[src/udb_pkg.sv]
// shared constants for the serial data buffer control block
package udb_pkg;
    // register byte offsets
    localparam logic [7:0] OFS_WORD_LENGTH = 8'h2c;
    localparam logic [7:0] OFS_TRANSMIT_WORD = 8'h30;
    localparam logic [7:0] OFS_RECEIVED_WORD = 8'h34;
    localparam logic [7:0] OFS_BUFFER_CONTROL = 8'h38;
    localparam logic [7:0] OFS_BUFFER_STATUS = 8'h3c;
    localparam logic [7:0] OFS_IRQ_MASK = 8'h40;

    // reset values
    localparam logic [31:0] RST_BUFFER_CONTROL = 32'h0000_0000;
    localparam logic [31:0] RST_BUFFER_STATUS = 32'h0000_0101;
    localparam logic [3:0] RST_WORD_LENGTH_SEL = 4'h0;
    localparam logic [3:0] RST_IRQ_MASK = 4'h8;

    // data word fields
    localparam int WORD_W = 16;
    localparam int WORD_LSB = 0;
    localparam int RX_FRAME_STATUS_LSB = 13;
    localparam int RX_FRAME_STATUS_W = 3;

    // buffer control fields
    localparam int CTL_RX_PATH_RESET = 17;
    localparam int CTL_TX_PATH_RESET = 16;
    localparam int CTL_RX_BUFFER_FLUSH = 15;
    localparam int CTL_RX_OVERRUN_IRQ_ENABLE = 14;
    localparam int CTL_TX_BUFFER_FLUSH = 7;

    // buffer status fields; the mask register uses the same layout
    localparam int STS_TX_BUFFER_FULL = 9;
    localparam int STS_TX_BUFFER_EMPTY = 8;
    localparam int STS_RX_OVERRUN = 3;
    localparam int STS_RX_BUFFER_FULL = 1;
    localparam int STS_RX_BUFFER_EMPTY = 0;

    // word length select field
    localparam int WLEN_LSB = 8;
    localparam int WLEN_W = 4;

    // default buffer depth in words
    localparam int BUF_DEPTH = 4;
endpackage

[src/udb_buffer_ctrl.sv]
// transmit and receive word buffers with wishbone register access
//
// The Wishbone interface to the registers is this design's own decision.
`timescale 1ns/100ps
`default_nettype none
module udb_buffer_ctrl #(
    parameter int DEPTH = udb_pkg::BUF_DEPTH
) (
    input wire logic REF_CLK,            // block clock, 125 MHz
    input wire logic SRST,               // synchronous reset, high
    input wire logic WB_CYC_I,           // wishbone cycle
    input wire logic WB_STB_I,           // wishbone strobe
    input wire logic WB_WE_I,            // wishbone write enable
    input wire logic [7:0] WB_ADR_I,     // wishbone byte address
    input wire logic [3:0] WB_SEL_I,     // wishbone byte enables
    input wire logic [31:0] WB_DAT_I,    // wishbone write data
    output logic [31:0] WB_DAT_O,        // wishbone read data
    output logic WB_ACK_O,               // wishbone acknowledge
    output logic IRQ,                    // level interrupt, high active
    output logic [15:0] TX_WORD,         // transmit buffer head word
    output logic TX_WORD_VALID,          // transmit buffer holds a word
    input wire logic TX_WORD_TAKE,       // shift engine takes head word
    input wire logic [15:0] RX_WORD,     // received data word
    input wire logic [2:0] RX_FRAME_STATUS, // break, framing, parity
    input wire logic RX_WORD_VALID,      // received word strobe
    output logic TX_PATH_RESET,          // transmit engine reset pulse
    output logic RX_PATH_RESET,          // receive engine reset pulse
    output logic [3:0] WORD_LENGTH_SEL   // word length to the engines
);
    localparam int AW = (DEPTH > 1) ? $clog2(DEPTH) : 1;
    localparam int CW = $clog2(DEPTH + 1);
    localparam logic [CW-1:0] FULL_COUNT = CW'(DEPTH);
    localparam logic [AW-1:0] LAST_PTR = AW'(DEPTH - 1);

    function automatic logic [15:0] word_mask(input logic [3:0] sel);
        word_mask = (sel == 4'h0) ? 16'hffff : 16'((17'h1 << sel) - 17'h1);
    endfunction

    function automatic logic [AW-1:0] ptr_inc(input logic [AW-1:0] p);
        ptr_inc = (p == LAST_PTR) ? '0 : AW'(p + AW'(1));
    endfunction

    logic [AW-1:0] tx_wptr, tx_rptr, rx_wptr, rx_rptr;
    logic [AW-1:0] next_tx_wptr, next_tx_rptr, next_rx_wptr, next_rx_rptr;
    logic [CW-1:0] tx_count, rx_count, next_tx_count, next_rx_count;
    logic rx_path_reset, tx_path_reset, rx_buffer_flush, tx_buffer_flush;
    logic next_rx_path_reset, next_tx_path_reset;
    logic next_rx_buffer_flush, next_tx_buffer_flush;
    logic rx_overrun_irq_enable, next_rx_overrun_irq_enable;
    logic rx_overrun_flag, next_rx_overrun_flag;
    logic [3:0] irq_mask, next_irq_mask;
    logic [3:0] word_length_sel, next_word_length_sel;
    logic [31:0] next_dat_o;
    logic next_ack, next_irq, next_tx_valid;
    logic req, wr, rd, tx_push, tx_pop, rx_push, rx_pop, overrun;
    logic [15:0] tx_wdata, rx_wdata, rx_head;
    logic [31:0] status_word, control_word;

    assign WORD_LENGTH_SEL = word_length_sel;

    udb_word_mem #(.WIDTH(udb_pkg::WORD_W), .DEPTH(DEPTH), .AW(AW)) u_tx_mem (
        .clk(REF_CLK),
        .srst(SRST),
        .we(tx_push),
        .waddr(tx_wptr),
        .wdata(tx_wdata),
        .raddr(next_tx_rptr),
        .rdata(TX_WORD)
    );

    udb_word_mem #(.WIDTH(udb_pkg::WORD_W), .DEPTH(DEPTH), .AW(AW)) u_rx_mem (
        .clk(REF_CLK),
        .srst(SRST),
        .we(rx_push),
        .waddr(rx_wptr),
        .wdata(rx_wdata),
        .raddr(next_rx_rptr),
        .rdata(rx_head)
    );

    always_comb begin
        // the ack term keeps a held strobe from taking a second access in its acknowledge cycle
        req = WB_CYC_I && WB_STB_I && !WB_ACK_O;
        wr = req && WB_WE_I;
        rd = req && !WB_WE_I;
        next_ack = req;
    end

    // transmit side; a write into a full buffer is dropped
    always_comb begin
        tx_wdata = WB_DAT_I[udb_pkg::WORD_LSB +: udb_pkg::WORD_W]
                   & word_mask(word_length_sel);
        tx_push = wr && (WB_ADR_I == udb_pkg::OFS_TRANSMIT_WORD)
                  && (WB_SEL_I[0] || WB_SEL_I[1]) && (tx_count != FULL_COUNT)
                  && !tx_buffer_flush && !tx_path_reset;
        tx_pop = TX_WORD_TAKE && (tx_count != '0);
        next_tx_wptr = tx_push ? ptr_inc(tx_wptr) : tx_wptr;
        next_tx_rptr = tx_pop ? ptr_inc(tx_rptr) : tx_rptr;
        next_tx_count = CW'(tx_count + CW'(tx_push) - CW'(tx_pop));
        if (tx_path_reset) begin
            next_tx_wptr = '0;
            next_tx_rptr = '0;
            next_tx_count = '0;
        end else if (tx_buffer_flush) begin
            next_tx_rptr = tx_wptr;
            next_tx_count = '0;
        end
        // valid follows the next count, in step with the registered head word
        next_tx_valid = (next_tx_count != '0);
    end

    always_ff @(posedge REF_CLK) begin
        if (SRST) begin
            tx_wptr <= '0;
            tx_rptr <= '0;
            tx_count <= '0;
            TX_WORD_VALID <= 1'b0;
        end else begin
            tx_wptr <= next_tx_wptr;
            tx_rptr <= next_tx_rptr;
            tx_count <= next_tx_count;
            TX_WORD_VALID <= next_tx_valid;
        end
    end

    // receive side; status rides in the top bits of each word
    // words arriving during a flush or path reset are lost, with no overrun
    always_comb begin
        rx_wdata = RX_WORD & word_mask(word_length_sel);
        rx_wdata[udb_pkg::RX_FRAME_STATUS_LSB +: udb_pkg::RX_FRAME_STATUS_W] =
            RX_FRAME_STATUS;
        overrun = RX_WORD_VALID && (rx_count == FULL_COUNT)
                  && !rx_path_reset && !rx_buffer_flush;
        rx_push = RX_WORD_VALID && (rx_count != FULL_COUNT)
                  && !rx_path_reset && !rx_buffer_flush;
        rx_pop = rd && (WB_ADR_I == udb_pkg::OFS_RECEIVED_WORD) && (rx_count != '0);
        next_rx_wptr = rx_push ? ptr_inc(rx_wptr) : rx_wptr;
        next_rx_rptr = rx_pop ? ptr_inc(rx_rptr) : rx_rptr;
        next_rx_count = CW'(rx_count + CW'(rx_push) - CW'(rx_pop));
        if (rx_path_reset) begin
            next_rx_wptr = '0;
            next_rx_rptr = '0;
            next_rx_count = '0;
        end else if (rx_buffer_flush) begin
            next_rx_rptr = rx_wptr;
            next_rx_count = '0;
        end
    end

    // stored words need no reset; the count keeps stale ones unread
    always_ff @(posedge REF_CLK) begin
        if (SRST) begin
            rx_wptr <= '0;
            rx_rptr <= '0;
            rx_count <= '0;
        end else begin
            rx_wptr <= next_rx_wptr;
            rx_rptr <= next_rx_rptr;
            rx_count <= next_rx_count;
        end
    end

    // control pulses last only the cycle after the write
    // a second write cannot land in the pulse cycle: the ack term spaces accesses
    always_comb begin
        next_rx_path_reset = 1'b0;
        next_tx_path_reset = 1'b0;
        next_rx_buffer_flush = 1'b0;
        next_tx_buffer_flush = 1'b0;
        next_rx_overrun_irq_enable = rx_overrun_irq_enable;
        next_irq_mask = irq_mask;
        next_word_length_sel = word_length_sel;
        if (wr && (WB_ADR_I == udb_pkg::OFS_BUFFER_CONTROL)) begin
            if (WB_SEL_I[2]) begin
                next_rx_path_reset = WB_DAT_I[udb_pkg::CTL_RX_PATH_RESET];
                next_tx_path_reset = WB_DAT_I[udb_pkg::CTL_TX_PATH_RESET];
            end
            if (WB_SEL_I[1]) begin
                next_rx_buffer_flush = WB_DAT_I[udb_pkg::CTL_RX_BUFFER_FLUSH];
                next_rx_overrun_irq_enable =
                    WB_DAT_I[udb_pkg::CTL_RX_OVERRUN_IRQ_ENABLE];
            end
            if (WB_SEL_I[0]) begin
                next_tx_buffer_flush = WB_DAT_I[udb_pkg::CTL_TX_BUFFER_FLUSH];
            end
        end
        if (wr && (WB_ADR_I == udb_pkg::OFS_WORD_LENGTH) && WB_SEL_I[1]) begin
            next_word_length_sel = WB_DAT_I[udb_pkg::WLEN_LSB +: udb_pkg::WLEN_W];
        end
        if (wr && (WB_ADR_I == udb_pkg::OFS_IRQ_MASK) && WB_SEL_I[0]) begin
            next_irq_mask = WB_DAT_I[3:0];
        end
    end

    // engine pulses come straight from flops so they cannot glitch
    always_ff @(posedge REF_CLK) begin
        if (SRST) begin
            rx_path_reset <= 1'b0;
            tx_path_reset <= 1'b0;
            rx_buffer_flush <= 1'b0;
            tx_buffer_flush <= 1'b0;
            rx_overrun_irq_enable <= 1'b0;
            irq_mask <= udb_pkg::RST_IRQ_MASK;
            word_length_sel <= udb_pkg::RST_WORD_LENGTH_SEL;
            TX_PATH_RESET <= 1'b0;
            RX_PATH_RESET <= 1'b0;
        end else begin
            rx_path_reset <= next_rx_path_reset;
            tx_path_reset <= next_tx_path_reset;
            rx_buffer_flush <= next_rx_buffer_flush;
            tx_buffer_flush <= next_tx_buffer_flush;
            rx_overrun_irq_enable <= next_rx_overrun_irq_enable;
            irq_mask <= next_irq_mask;
            word_length_sel <= next_word_length_sel;
            TX_PATH_RESET <= next_tx_path_reset;
            RX_PATH_RESET <= next_rx_path_reset;
        end
    end

    // a new overrun beats a clear in the same cycle
    always_comb begin
        next_rx_overrun_flag = rx_overrun_flag;
        if (wr && (WB_ADR_I == udb_pkg::OFS_BUFFER_STATUS) && WB_SEL_I[0]
            && WB_DAT_I[udb_pkg::STS_RX_OVERRUN]) begin
            next_rx_overrun_flag = 1'b0;
        end
        if (overrun) begin
            next_rx_overrun_flag = 1'b1;
        end
        next_irq = next_rx_overrun_flag && next_rx_overrun_irq_enable
                   && next_irq_mask[udb_pkg::STS_RX_OVERRUN];
    end

    // next values feed the irq so it rises with the flag, not a cycle late
    always_ff @(posedge REF_CLK) begin
        if (SRST) begin
            rx_overrun_flag <= 1'b0;
            IRQ <= 1'b0;
        end else begin
            rx_overrun_flag <= next_rx_overrun_flag;
            IRQ <= next_irq;
        end
    end

    // read data
    always_comb begin
        status_word = 32'h0000_0000;
        status_word[udb_pkg::STS_TX_BUFFER_FULL] = (tx_count == FULL_COUNT);
        status_word[udb_pkg::STS_TX_BUFFER_EMPTY] = (tx_count == '0);
        status_word[udb_pkg::STS_RX_OVERRUN] = rx_overrun_flag;
        status_word[udb_pkg::STS_RX_BUFFER_FULL] = (rx_count == FULL_COUNT);
        status_word[udb_pkg::STS_RX_BUFFER_EMPTY] = (rx_count == '0);
        control_word = 32'h0000_0000;
        control_word[udb_pkg::CTL_RX_PATH_RESET] = rx_path_reset;
        control_word[udb_pkg::CTL_TX_PATH_RESET] = tx_path_reset;
        control_word[udb_pkg::CTL_RX_BUFFER_FLUSH] = rx_buffer_flush;
        control_word[udb_pkg::CTL_RX_OVERRUN_IRQ_ENABLE] = rx_overrun_irq_enable;
        control_word[udb_pkg::CTL_TX_BUFFER_FLUSH] = tx_buffer_flush;
        next_dat_o = 32'h0000_0000;
        if (rd) begin
            unique case (WB_ADR_I)
                udb_pkg::OFS_RECEIVED_WORD: begin
                    // empty buffer reads as zero rather than a stale word
                    if (rx_count != '0) begin
                        next_dat_o = {16'h0000, rx_head};
                    end
                end
                udb_pkg::OFS_BUFFER_CONTROL: next_dat_o = control_word;
                udb_pkg::OFS_BUFFER_STATUS: next_dat_o = status_word;
                udb_pkg::OFS_WORD_LENGTH: begin
                    next_dat_o[udb_pkg::WLEN_LSB +: udb_pkg::WLEN_W] = word_length_sel;
                end
                udb_pkg::OFS_IRQ_MASK: next_dat_o = {28'h0000000, irq_mask};
                default: next_dat_o = 32'h0000_0000;
            endcase
        end
    end

    // ack comes from a flop, so every access answers in exactly one cycle
    always_ff @(posedge REF_CLK) begin
        if (SRST) begin
            WB_DAT_O <= 32'h0000_0000;
            WB_ACK_O <= 1'b0;
        end else begin
            WB_DAT_O <= next_dat_o;
            WB_ACK_O <= next_ack;
        end
    end
endmodule
`default_nettype wire

[src/udb_word_mem.sv]
// small word store with registered read data and write-to-read bypass
`timescale 1ns/100ps
`default_nettype none
module udb_word_mem #(
    parameter int WIDTH = 16,
    parameter int DEPTH = 4,
    parameter int AW = (DEPTH > 1) ? $clog2(DEPTH) : 1
) (
    input wire logic clk,              // block clock
    input wire logic srst,             // synchronous reset, high
    input wire logic we,               // write strobe
    input wire logic [AW-1:0] waddr,   // write address
    input wire logic [WIDTH-1:0] wdata, // write data
    input wire logic [AW-1:0] raddr,   // read address
    output logic [WIDTH-1:0] rdata     // registered read data
);
    logic [WIDTH-1:0] mem [DEPTH];
    logic [WIDTH-1:0] next_rdata;

    // bypass so a word written into an empty buffer shows at once
    always_comb begin
        next_rdata = mem[raddr];
        if (we && (waddr == raddr)) begin
            next_rdata = wdata;
        end
    end

    always_ff @(posedge clk) begin
        if (we) begin
            mem[waddr] <= wdata;
        end
    end

    always_ff @(posedge clk) begin
        if (srst) begin
            rdata <= '0;
        end else begin
            rdata <= next_rdata;
        end
    end
endmodule
`default_nettype wire
[config.mk]
export PLATFORM = sky130hd
export DESIGN_NAME = udb_buffer_ctrl
export DESIGN_NICKNAME = d
export VERILOG_FILES = /design/src/udb_pkg.sv /design/src/udb_buffer_ctrl.sv /design/src/udb_word_mem.sv
export SDC_FILE = /design/constraint.sdc
export NUM_CORES = 1
export LEC_CHECK = 0
export BUFFER_PORTS_ARGS = -buffer_cell sky130_fd_sc_hd__buf_2
export CORE_ASPECT_RATIO = 1.25
export CORE_MARGIN = 2
export CORE_UTILIZATION = 57
export DETAILED_ROUTE_END_ITERATION = 12
export GPL_TIMING_DRIVEN = 0
export PLACE_DENSITY = 0.84
export SLEW_MARGIN = 40
export SYNTH_ARGS = -nofsm -noshare
export SYNTH_HDL_FRONTEND = slang
export SYNTH_HIERARCHICAL = 1
export SYNTH_SLANG_ARGS = --single-unit
[constraint.sdc]
create_clock -name REF_CLK -period 3.7 [get_ports REF_CLK]
set_input_delay 0.37 -clock REF_CLK [delete_from_list [all_inputs] [get_ports REF_CLK]]
set_output_delay 0.37 -clock REF_CLK [all_outputs]
set_load 0.005 [all_outputs]
==> qor.yml, run 1 <==
placement:
  gp_congestion: 0.935
  port_buffers: 92
  post-dp-hpwl_um: 15500
  place_area_sq_mm: 0.0100
  dp_slack_ns: 0.366
  placed_cells: 1003
drt:
  routed_wl_um: 22000
  initialDrtViolationCount: 666
  post_drt_wl_per_cell_um: 21.2
  drc: 0
  via_per_inst: 6.26
  postRouteAntennaNets: 0
  dr_total_vias: 6503
  drtPass1Iterations: 6
global_route:
  antenna_found_initial: 2
  grt_max_degree: 17
  grt_pass1_wl_um: 34100
  grt_pass1_vias: 6653
  grt_usage_pct: 25.6
  grt_overflow_total: 0
run_status:
  status: "completed"
timing:
  fin_ws_ns: 0.218
  max_slew_margin_pct: 49.1
  tightest_slew_ns: 0.757
  fin_tns_setup_ns: 0
  maxSlewViolCount: 0
  clock_skew_ns: 0.0126
  setup_viol: 0
  rsz0062_at_grt: "no"
  fin_crit_ns: 3.48
  fmax_ghz: 0.287
  fin_crit_sh_pct: 94.1
  hold_viol: 0
finish:
  syn_to_final_growth_pct: 17.6
  layout-drive-gt1-share_pct: 28.4
  layout_commonest_cell: "edfxtp_1"
  nNetsFinal: 894
  final_cells: 1039
  mostFrequentLayoutCells: "edfxtp_1, buf_2, dfxtp_1"
  n_antenna_cell: 0
  fin_area_sq_mm: 0.0107
flow_run:
  cap_violations: 0
synthesis:
  synth_edf_count: 128
  synth_cell_types: 64
  syn_area_per_cell_sq_um: 13.5
  synth_cells: 677
  async_reset_ff_share_pct: 0
  ys_ff_latch: 209
  synth_area_sq_mm: 0.00913
  synth.yosys.seq_area_share_pct: 59.9
  synthFlopType: "edfxtp_1"
  yosys_warnings: 6
clock_network:
  cts_sinks: 209
  clk_latency_ns: 0.50
  h-tree-depth: 1
  cts_tree: "done"
  clockBufferDepth: 3
  numCtsBuffers: 20
  postCtsSetupRepairBufs: 0
  root_buffer: "clkbuf_16"
  clk_pin_slew_worst_paths_ns: 0.06
  cts_hold_buf: 0
min_path:
  hold_path.startpoint: "RX_FRAME_STATUS[1]"
  hold_class: "in -> reg"
power:
  p_int_mw: 4.58
  vdd_drop_max_v: 0.000526
  power_frac_seq_pct: 44.3
  clkPwrFrac_pct: 35.4
  pwr-share-comb_pct: 20.3
  swShare_pct: 25.7
  cellPowerDensity_mw_per_mm2: 574
  power_mw: 6.16
  p_sw_mw: 1.58
  leakagePower_nw: 3.96
floorplan:
  fp.dieArea_sq_mm: 0.0170
  initial_core_util_pct: 58.4
  fp-row-count: 51
  core-area_sq_mm: 0.0156
  dieWidth_um: 117
  chipHeight_um: 145
  io_pins: 127
critical_path:
  arrival_ns: 3.90
  cp_max_fo: 10
  crit_start: "WORD_LENGTH_SEL[3]$_SDFFE_PP0P_"
  cp.required_ns: 4.12
  timing.critical_path.from_type: "flop"
  rr_startpoint: "WORD_LENGTH_SEL[3]$_SDFFE_PP0P_"
  cp-end-kind: "flop"
  setup.worst_path.class: "reg -> reg"
## layout make-up
cell class	count	area, sq um
Multi-Input combinational cell	408	3210
Clock buffer	28	603
Tap cell	212	265
Fill cell	1052	4900
Timing Repair Buffer	101	524
Inverter	13	58.8
Clock inverter	8	114
Buffer	60	490
Sequential cell	209	5470
## worst paths after layout
check                                       end  slack [ns]  cells past startpoint
setup / recovery  u_rx_mem/rdata[12]$_SDFF_PP0_        0.22                     11
hold reg to reg          WB_DAT_O[5]$_SDFF_PP0_        0.43                      1
setup reg to reg  u_rx_mem/rdata[12]$_SDFF_PP0_        0.22                     11
hold / removal    u_rx_mem/mem[0][14]$_DFFE_PP_        0.12                      1
## worst max-delay path, stage by stage (launching register included)
cell	delay, ns
dfxtp_1	0.39
clkbuf_1	0.33
clkbuf_1	0.41
nor3_1	0.14
nand2_1	0.10
ha_1	0.24
clkbuf_1	0.37
and2_1	0.29
o211ai_1	0.15
a21boi_0	0.62
nand4_1	0.19
a21oi_1	0.18
## sequential cells by signal, indices dropped and copies added (netlist names), 2 cells and up
name and cells:
u_rx_mem/mem 64, u_tx_mem/mem 64, WB_DAT_O 18, u_rx_mem/rdata 16, u_tx_mem/rdata 16, WORD_LENGTH_SEL 4, irq_mask 4, rx_count 3
tx_count 3, rx_rptr 2, rx_wptr 2, tx_rptr 2, tx_wptr 2
## metal layers
metal / global-route usage (%) / wire length (um)
met1: 30.8 / 7810
met2: 44.7 / 11400
met4: 11.8 / 1090
met5: 0 / 0
met3: 3.71 / 1730
## cells in the mapped netlist, drive strengths merged, types with 9 or more instances
library cell / count / area share, %
a21oi: 46 / 2.5
nor2: 33 / 1.4
ha: 9 / 1.2
nand3: 14 / 0.77
and2: 23 / 1.6
o31ai: 33 / 2.7
nand2: 21 / 0.86
mux4: 32 / 7.9
o21ai: 18 / 0.99
buf: 34 / 3.5
inv: 11 / 0.45
clkbuf: 22 / 1.3
nor3: 15 / 0.82
dfxtp: 81 / 18
edfxtp: 128 / 42
nand4: 35 / 2.4
## logic make-up (layout without fill, tap and decap cells)
family	Yosys count	after routing	synth area share, %
DFF	209	209	59.9
and+or+nand+nor	196	196	12.2
AOI/OAI and AO/OA	134	134	9.43
buffers and inverters	73	210	6.02
muxes	41	41	8.91
xor gates and xnor gates	12	12	1.81
adders and majority gates	11	11	1.67
other	1	14	0.0411
## through the flow
step,hold slack [ns],util (%)
2_1_floorplan,0.406,-
3_3_place_gp,0.413,63.3
3_5_place_dp,0.421,64.0
4_1_cts,0.112,68.6
5_1_grt,0.122,68.7
6_report,0.116,68.7
## power groups by stage
stage / combinational [mW] / sequential, mW / clock (mW)
after floorplan: 0.899 / 2.77 / 0
after global placement: 1.16 / 2.77 / 0
after detailed placement: 1.23 / 2.78 / 0
after CTS: 1.24 / 2.73 / 2.20
after global routing: 1.35 / 2.74 / 2.29
final: 1.25 / 2.73 / 2.18
## timing repair
item / in CTS / in global routing
setup endpoints to repair: 0 / 2
gates resized for setup: 0 / 1
endpoints found under the hold margin: 0 / 0
No activity file was read; power rests on OpenSTA's default activity.
==> run 2, diff against run 1 <==
Settings changed: CORE_UTILIZATION 57 to 25, CTS_BUF_LIST set to sky130_fd_sc_hd__clkbuf_2 sky130_fd_sc_hd__clkbuf_4 sky130_fd_sc_hd__clkbuf_8, PLACE_DENSITY 0.84 to 0.46.
==> run 2 against run 1 <==
  * Utilization decreased by 38 points
  * Routed wire length increased by 15%
  * Sequential power about the same
  * Register-to-register slack better by 0.08 ns
  * Largest power group unchanged
  * Final cell count increased by 30%
  * Flip-flop and latch count unchanged
  * Clock skew rose by 0.017 ns
  * Clock power is essentially flat
==> qor.yml, run 2 (synthesized netlist as in run 1, its figures left out) <==
run_status:
  status: "completed"
floorplan:
  dieWidth_um: 175
  initial_core_util_pct: 25.3
  io_pins: 127
  chipHeight_um: 218
  fp-row-count: 78
  core-area_sq_mm: 0.0361
  fp.dieArea_sq_mm: 0.0381
clock_network:
  clk_pin_slew_worst_paths_ns: 0.07
  root_buffer: "clkbuf_8"
  cts_sinks: 209
  postCtsSetupRepairBufs: 0
  numCtsBuffers: 38
  h-tree-depth: 2
  cts_tree: "done"
  clockBufferDepth: 3
  clk_latency_ns: 0.55
critical_path:
  cp.required_ns: 4.15
  slowest_stage: "a221oi_2"
  setup.worst_path.class: "reg -> reg"
  path_cells: "clkbuf_1, clkbuf_1, nor3_1, nand2_1, ha_1, clkbuf_1, o21ai_0, a221oi_2, and2_1, nand4_1, a21oi_1"
  r2r_setup_slack_ns: 0.30
  timing.rr.end: "u_tx_mem/rdata[4]$_SDFF_PP0_"
  cpMostUsedCell: "clkbuf_1"
  cp-end-kind: "flop"
  arrival_ns: 3.86
  cp_slowest_stage_delay_ns: 0.55
  timing.critical_path.from_type: "flop"
  reg2reg_depth: 11
  cp_max_fo: 10
  rr_startpoint: "WORD_LENGTH_SEL[3]$_SDFFE_PP0P_"
min_path:
  hold_path.startpoint: "RX_FRAME_STATUS[0]"
  hold_depth: 1
  holdPathEnd: "u_rx_mem/mem[2][13]$_DFFE_PP_"
  hold_class: "in -> reg"
power:
  leakagePower_nw: 4.04
  p_int_mw: 4.47
  clkPwrFrac_pct: 35.6
  power_frac_seq_pct: 44.0
  vdd_drop_max_v: 0.000182
  swShare_pct: 27.9
  p_sw_mw: 1.73
  pwr-share-comb_pct: 20.4
  cellPowerDensity_mw_per_mm2: 555
finish:
  nNetsFinal: 916
  mostFrequentLayoutCells: "edfxtp_1, buf_2, dfxtp_1"
  syn_to_final_growth_pct: 22.2
  top_regs: "u_rx_mem/mem (64), u_tx_mem/mem (64), WB_DAT_O (18)"
  layout_commonest_cell: "edfxtp_1"
  layout-drive-gt1-share_pct: 31.3
  fin_area_sq_mm: 0.0112
timing:
  maxSlewViolCount: 0
  fin_crit_ns: 3.40
  fin_crit_sh_pct: 92.0
  rsz0062_at_grt: "no"
  fmax_ghz: 0.294
  max_slew_margin_pct: 52.2
  tightest_slew_ns: 0.710
  hold_viol: 0
  clock_skew_ns: 0.0296
  setup_viol: 0
  fin_tns_setup_ns: 0
global_route:
  grt_overflow_total: 0
  grt_pass1_wl_um: 38100
  grt_pass1_vias: 6394
  grt_max_degree: 17
  antenna_found_initial: 0
  grt_usage_pct: 13.3
drt:
  dr_total_vias: 6067
  drtPass1Iterations: 5
  postRouteAntennaNets: 0
  drc: 0
  post_drt_wl_per_cell_um: 18.9
  wirelength_met1_um: 10100
  top_layer_used: "met4"
  initialDrtViolationCount: 444
  routed_wl_um: 25400
  wl_met2_um: 13400
  via_per_inst: 4.51
  wl_met3_um: 911
placement:
  place_area_sq_mm: 0.0104
  port_buffers: 92
  gp_congestion: 0.832
  post-dp-hpwl_um: 18700
flow_run:
  cap_violations: 0
[run 2: cell types whose count changed in the layout (fill, tap and decap cells not counted), sizes merged]
cell / delta
buf: +4
bufinv: -2
clkbuf: +25
clkinv: +10
clkinvlp: -1
diode: +1
inv: +2
[run 2: repair_timing]
action                     4_1_cts  5_1_grt
hold buffers                     0        0
gates resized for setup          0        2
setup endpoints to repair        0        3
hold endpoints to repair         0        0
[run 2: worst max-delay path by stage]
stage                                          from                            end  depth (start not counted)
CTS                 WORD_LENGTH_SEL[3]$_SDFFE_PP0P_   u_tx_mem/rdata[4]$_SDFF_PP0_                         11
floorplan                               WB_ADR_I[2]   u_tx_mem/mem[2][0]$_DFFE_PP_                          8
finish              WORD_LENGTH_SEL[3]$_SDFFE_PP0P_   u_tx_mem/rdata[4]$_SDFF_PP0_                         11
detailed placement  WORD_LENGTH_SEL[3]$_SDFFE_PP0P_   u_tx_mem/rdata[4]$_SDFF_PP0_                         11
global placement                        WB_ADR_I[2]  u_tx_mem/mem[2][11]$_DFFE_PP_                          9
global route        WORD_LENGTH_SEL[3]$_SDFFE_PP0P_   u_tx_mem/rdata[4]$_SDFF_PP0_                         11
[run 2: layout make-up]
type	instances	area [sq um]
flip-flops and latches	209	5470
plain buffers	60	490
repair buffers	105	557
fillers	3714	25000
inverters	13	58.8
clock inverters	17	108
clock buffers	53	661
multi-input cells	408	3210
well taps	480	601
diodes	1	2.50
[run 2: metrics by stage]
stage                     hold slack (ns)  std cells  power (mW)  setup WS [ns]  utilization [%]
after floorplan                     0.406        690        3.67          0.276                -
after detailed placement            0.416       1275        4.05          0.195             28.7
after global routing               0.0618       1345        6.51         0.0692             30.9
after CTS                          0.0299       1345        6.30          0.151             30.9
after global placement              0.420       1262        4.02          -1.22             28.3
final                              0.0744       1346        6.20          0.296             30.9
[run 2: worst max-delay path: cells and delay by family, from the launching register on]
family | cells | cell delay (ns)
adders and majority gates | 1 | 0.24
and+or+nand+nor | 4 | 0.66
AOI/OAI and AO/OA | 3 | 0.93
buffers and inverters | 3 | 1.08
DFF | 1 | 0.41
[run 2: layer usage]
metal  global-route usage [%]  up-vias
li1                         -     2928
met1                     15.2     2940
met2                     24.2      148
met3                     2.49       51
met4                     5.78        0
met5                        0        -
[run 2: power by group through the flow]
stage	sequential, mW	combinational (mW)	clock (mW)
after CTS	2.73	1.28	2.29
after detailed placement	2.78	1.27	0
after global routing	2.75	1.38	2.39
after floorplan	2.77	0.899	0
after global placement	2.78	1.25	0
final	2.73	1.26	2.21
==> run 3, diff against run 2 <==
Settings changed: CORE_MARGIN 2 to 10.
==> run 3 against run 2 <==
  * Design area is 0.51% higher
  * Clock-buffer cell count stayed put
  * Sequential power hardly changed
  * Critical path depth is 1 higher
  * Largest cell class unchanged
  * Highest routed layer unchanged
==> qor.yml, run 3 (synthesized netlist as in run 1, its figures left out) <==
floorplan:
  core-area_sq_mm: 0.0362
  initial_core_util_pct: 25.2
  dieWidth_um: 191
  fp.dieArea_sq_mm: 0.0446
  fp-row-count: 78
  io_pins: 127
  chipHeight_um: 234
drt:
  postRouteAntennaNets: 0
  initialDrtViolationCount: 463
  routed_wl_um: 26400
  via_per_inst: 4.60
  drc: 0
  drtPass1Iterations: 5
  dr_total_vias: 6196
  post_drt_wl_per_cell_um: 19.6
placement:
  post-dp-hpwl_um: 19400
  place_area_sq_mm: 0.0104
  port_buffers: 92
  gp_congestion: 0.848
finish:
  syn_to_final_growth_pct: 22.9
  nNetsFinal: 917
  layout_commonest_cell: "edfxtp_1"
  fin_area_sq_mm: 0.0112
  top_regs: "u_rx_mem/mem (64), u_tx_mem/mem (64), WB_DAT_O (18)"
  mostFrequentLayoutCells: "edfxtp_1, buf_2, dfxtp_1"
  layout-drive-gt1-share_pct: 31.4
timing:
  fmax_ghz: 0.298
  max_slew_margin_pct: 50.8
  setup_viol: 0
  hold_viol: 0
  tightest_slew_ns: 0.730
  clock_skew_ns: 0.0354
  maxSlewViolCount: 0
  fin_crit_ns: 3.36
  fin_tns_setup_ns: 0
  fin_crit_sh_pct: 90.8
critical_path:
  reg2reg_depth: 12
  cp_max_fo: 10
  path_cells: "clkbuf_1, clkbuf_1, nor3_1, nand2_1, ha_1, clkbuf_1, o21ai_0, a221oi_2, buf_2, and2_1, nand4_1, a21oi_1"
  cpMostUsedCell: "clkbuf_1"
  arrival_ns: 3.85
  slowest_stage: "a221oi_2"
  cp.required_ns: 4.19
  setup.worst_path.class: "reg -> reg"
  timing.critical_path.from_type: "flop"
  cp-end-kind: "flop"
  cp_slowest_stage_delay_ns: 0.45
global_route:
  grt_max_degree: 17
  grt_pass1_vias: 6461
  grt_use_met3_pct: 2.45
  grt_most_used_layer: "met2"
  grtUsageMet1_pct: 13.1
  grt_overflow_total: 0
  met2_usage_pct: 20.3
  grt_pass1_wl_um: 39100
  grt_usage_pct: 11.5
  antenna_found_initial: 1
power:
  power_mw: 6.28
  cellPowerDensity_mw_per_mm2: 560
  vdd_drop_max_v: 0.000270
  leakagePower_nw: 4.06
clock_network:
  cts_hold_buf: 0
  root_buffer: "clkbuf_8"
  cts_tree: "done"
  numCtsBuffers: 38
  postCtsSetupRepairBufs: 0
  clk_pin_slew_worst_paths_ns: 0.06
  cts_sinks: 209
  clk_latency_ns: 0.56
  h-tree-depth: 2
  clockBufferDepth: 3
  cts_resized: 0
flow_run:
  cap_violations: 0
min_path:
  hold_depth: 1
  hold_class: "in -> reg"
run_status:
  status: "completed"
==> run 3: worst paths after layout <==
path | startpoint | endpoint | slack (ns)
setup reg to reg | WORD_LENGTH_SEL[3]$_SDFFE_PP0P_ | u_rx_mem/rdata[4]$_SDFF_PP0_ | 0.34
hold reg to reg | u_rx_mem/rdata[13]$_SDFF_PP0_ | WB_DAT_O[13]$_SDFF_PP0_ | 0.42
setup / recovery | WORD_LENGTH_SEL[3]$_SDFFE_PP0P_ | u_rx_mem/rdata[4]$_SDFF_PP0_ | 0.34
hold / removal | RX_FRAME_STATUS[1] | u_rx_mem/mem[1][14]$_DFFE_PP_ | 0.06
==> run 3: where the power goes <==
group	switching, mW	leakage [nW]	internal (mW)
logic	0.682	1.81	0.587
clock network	0.978	0.422	1.31
registers	0.0747	1.82	2.65
==> run 3: final cells by class <==
type | count | area, sq um
plain buffers | 60 | 490
clock inverters | 17 | 145
inverters | 13 | 58.8
repair buffers | 106 | 576
multi-input cells | 408 | 3210
well taps | 480 | 601
clock buffers | 53 | 661
flip-flops and latches | 209 | 5470
diodes | 1 | 2.50
fillers | 3668 | 25000
==> run 3: per-layer routing <==
layer / vias to the layer above / wire, um / part of all wire (%)
met5: - / 0 / 0
met4: 0 / 721 / 2.7
met1: 3037 / 10400 / 40
met3: 48 / 1410 / 5.3
li1: 2919 / - / -
met2: 192 / 13800 / 52
==> run 3: worst max-delay path: cells and delay by family (launching register included) <==
family	cells	cell delay [ns]
compound gates	3	0.79
fa+ha+maj	1	0.25
buf+inv	4	1.29
flops	1	0.38
simple gates	4	0.57
==> run 3: stage by stage <==
stage / instances / utilization [%] / worst slack (ns) / hold WS [ns]
after floorplan: 690 / - / 0.276 / 0.406
after global placement: 1262 / 28.3 / -1.22 / 0.419
after detailed placement: 1276 / 28.7 / 0.307 / 0.416
after CTS: 1346 / 30.9 / 0.259 / 0.0203
after global routing: 1347 / 31.0 / -0.00481 / 0.0503
final: 1347 / 31.0 / 0.341 / 0.0552
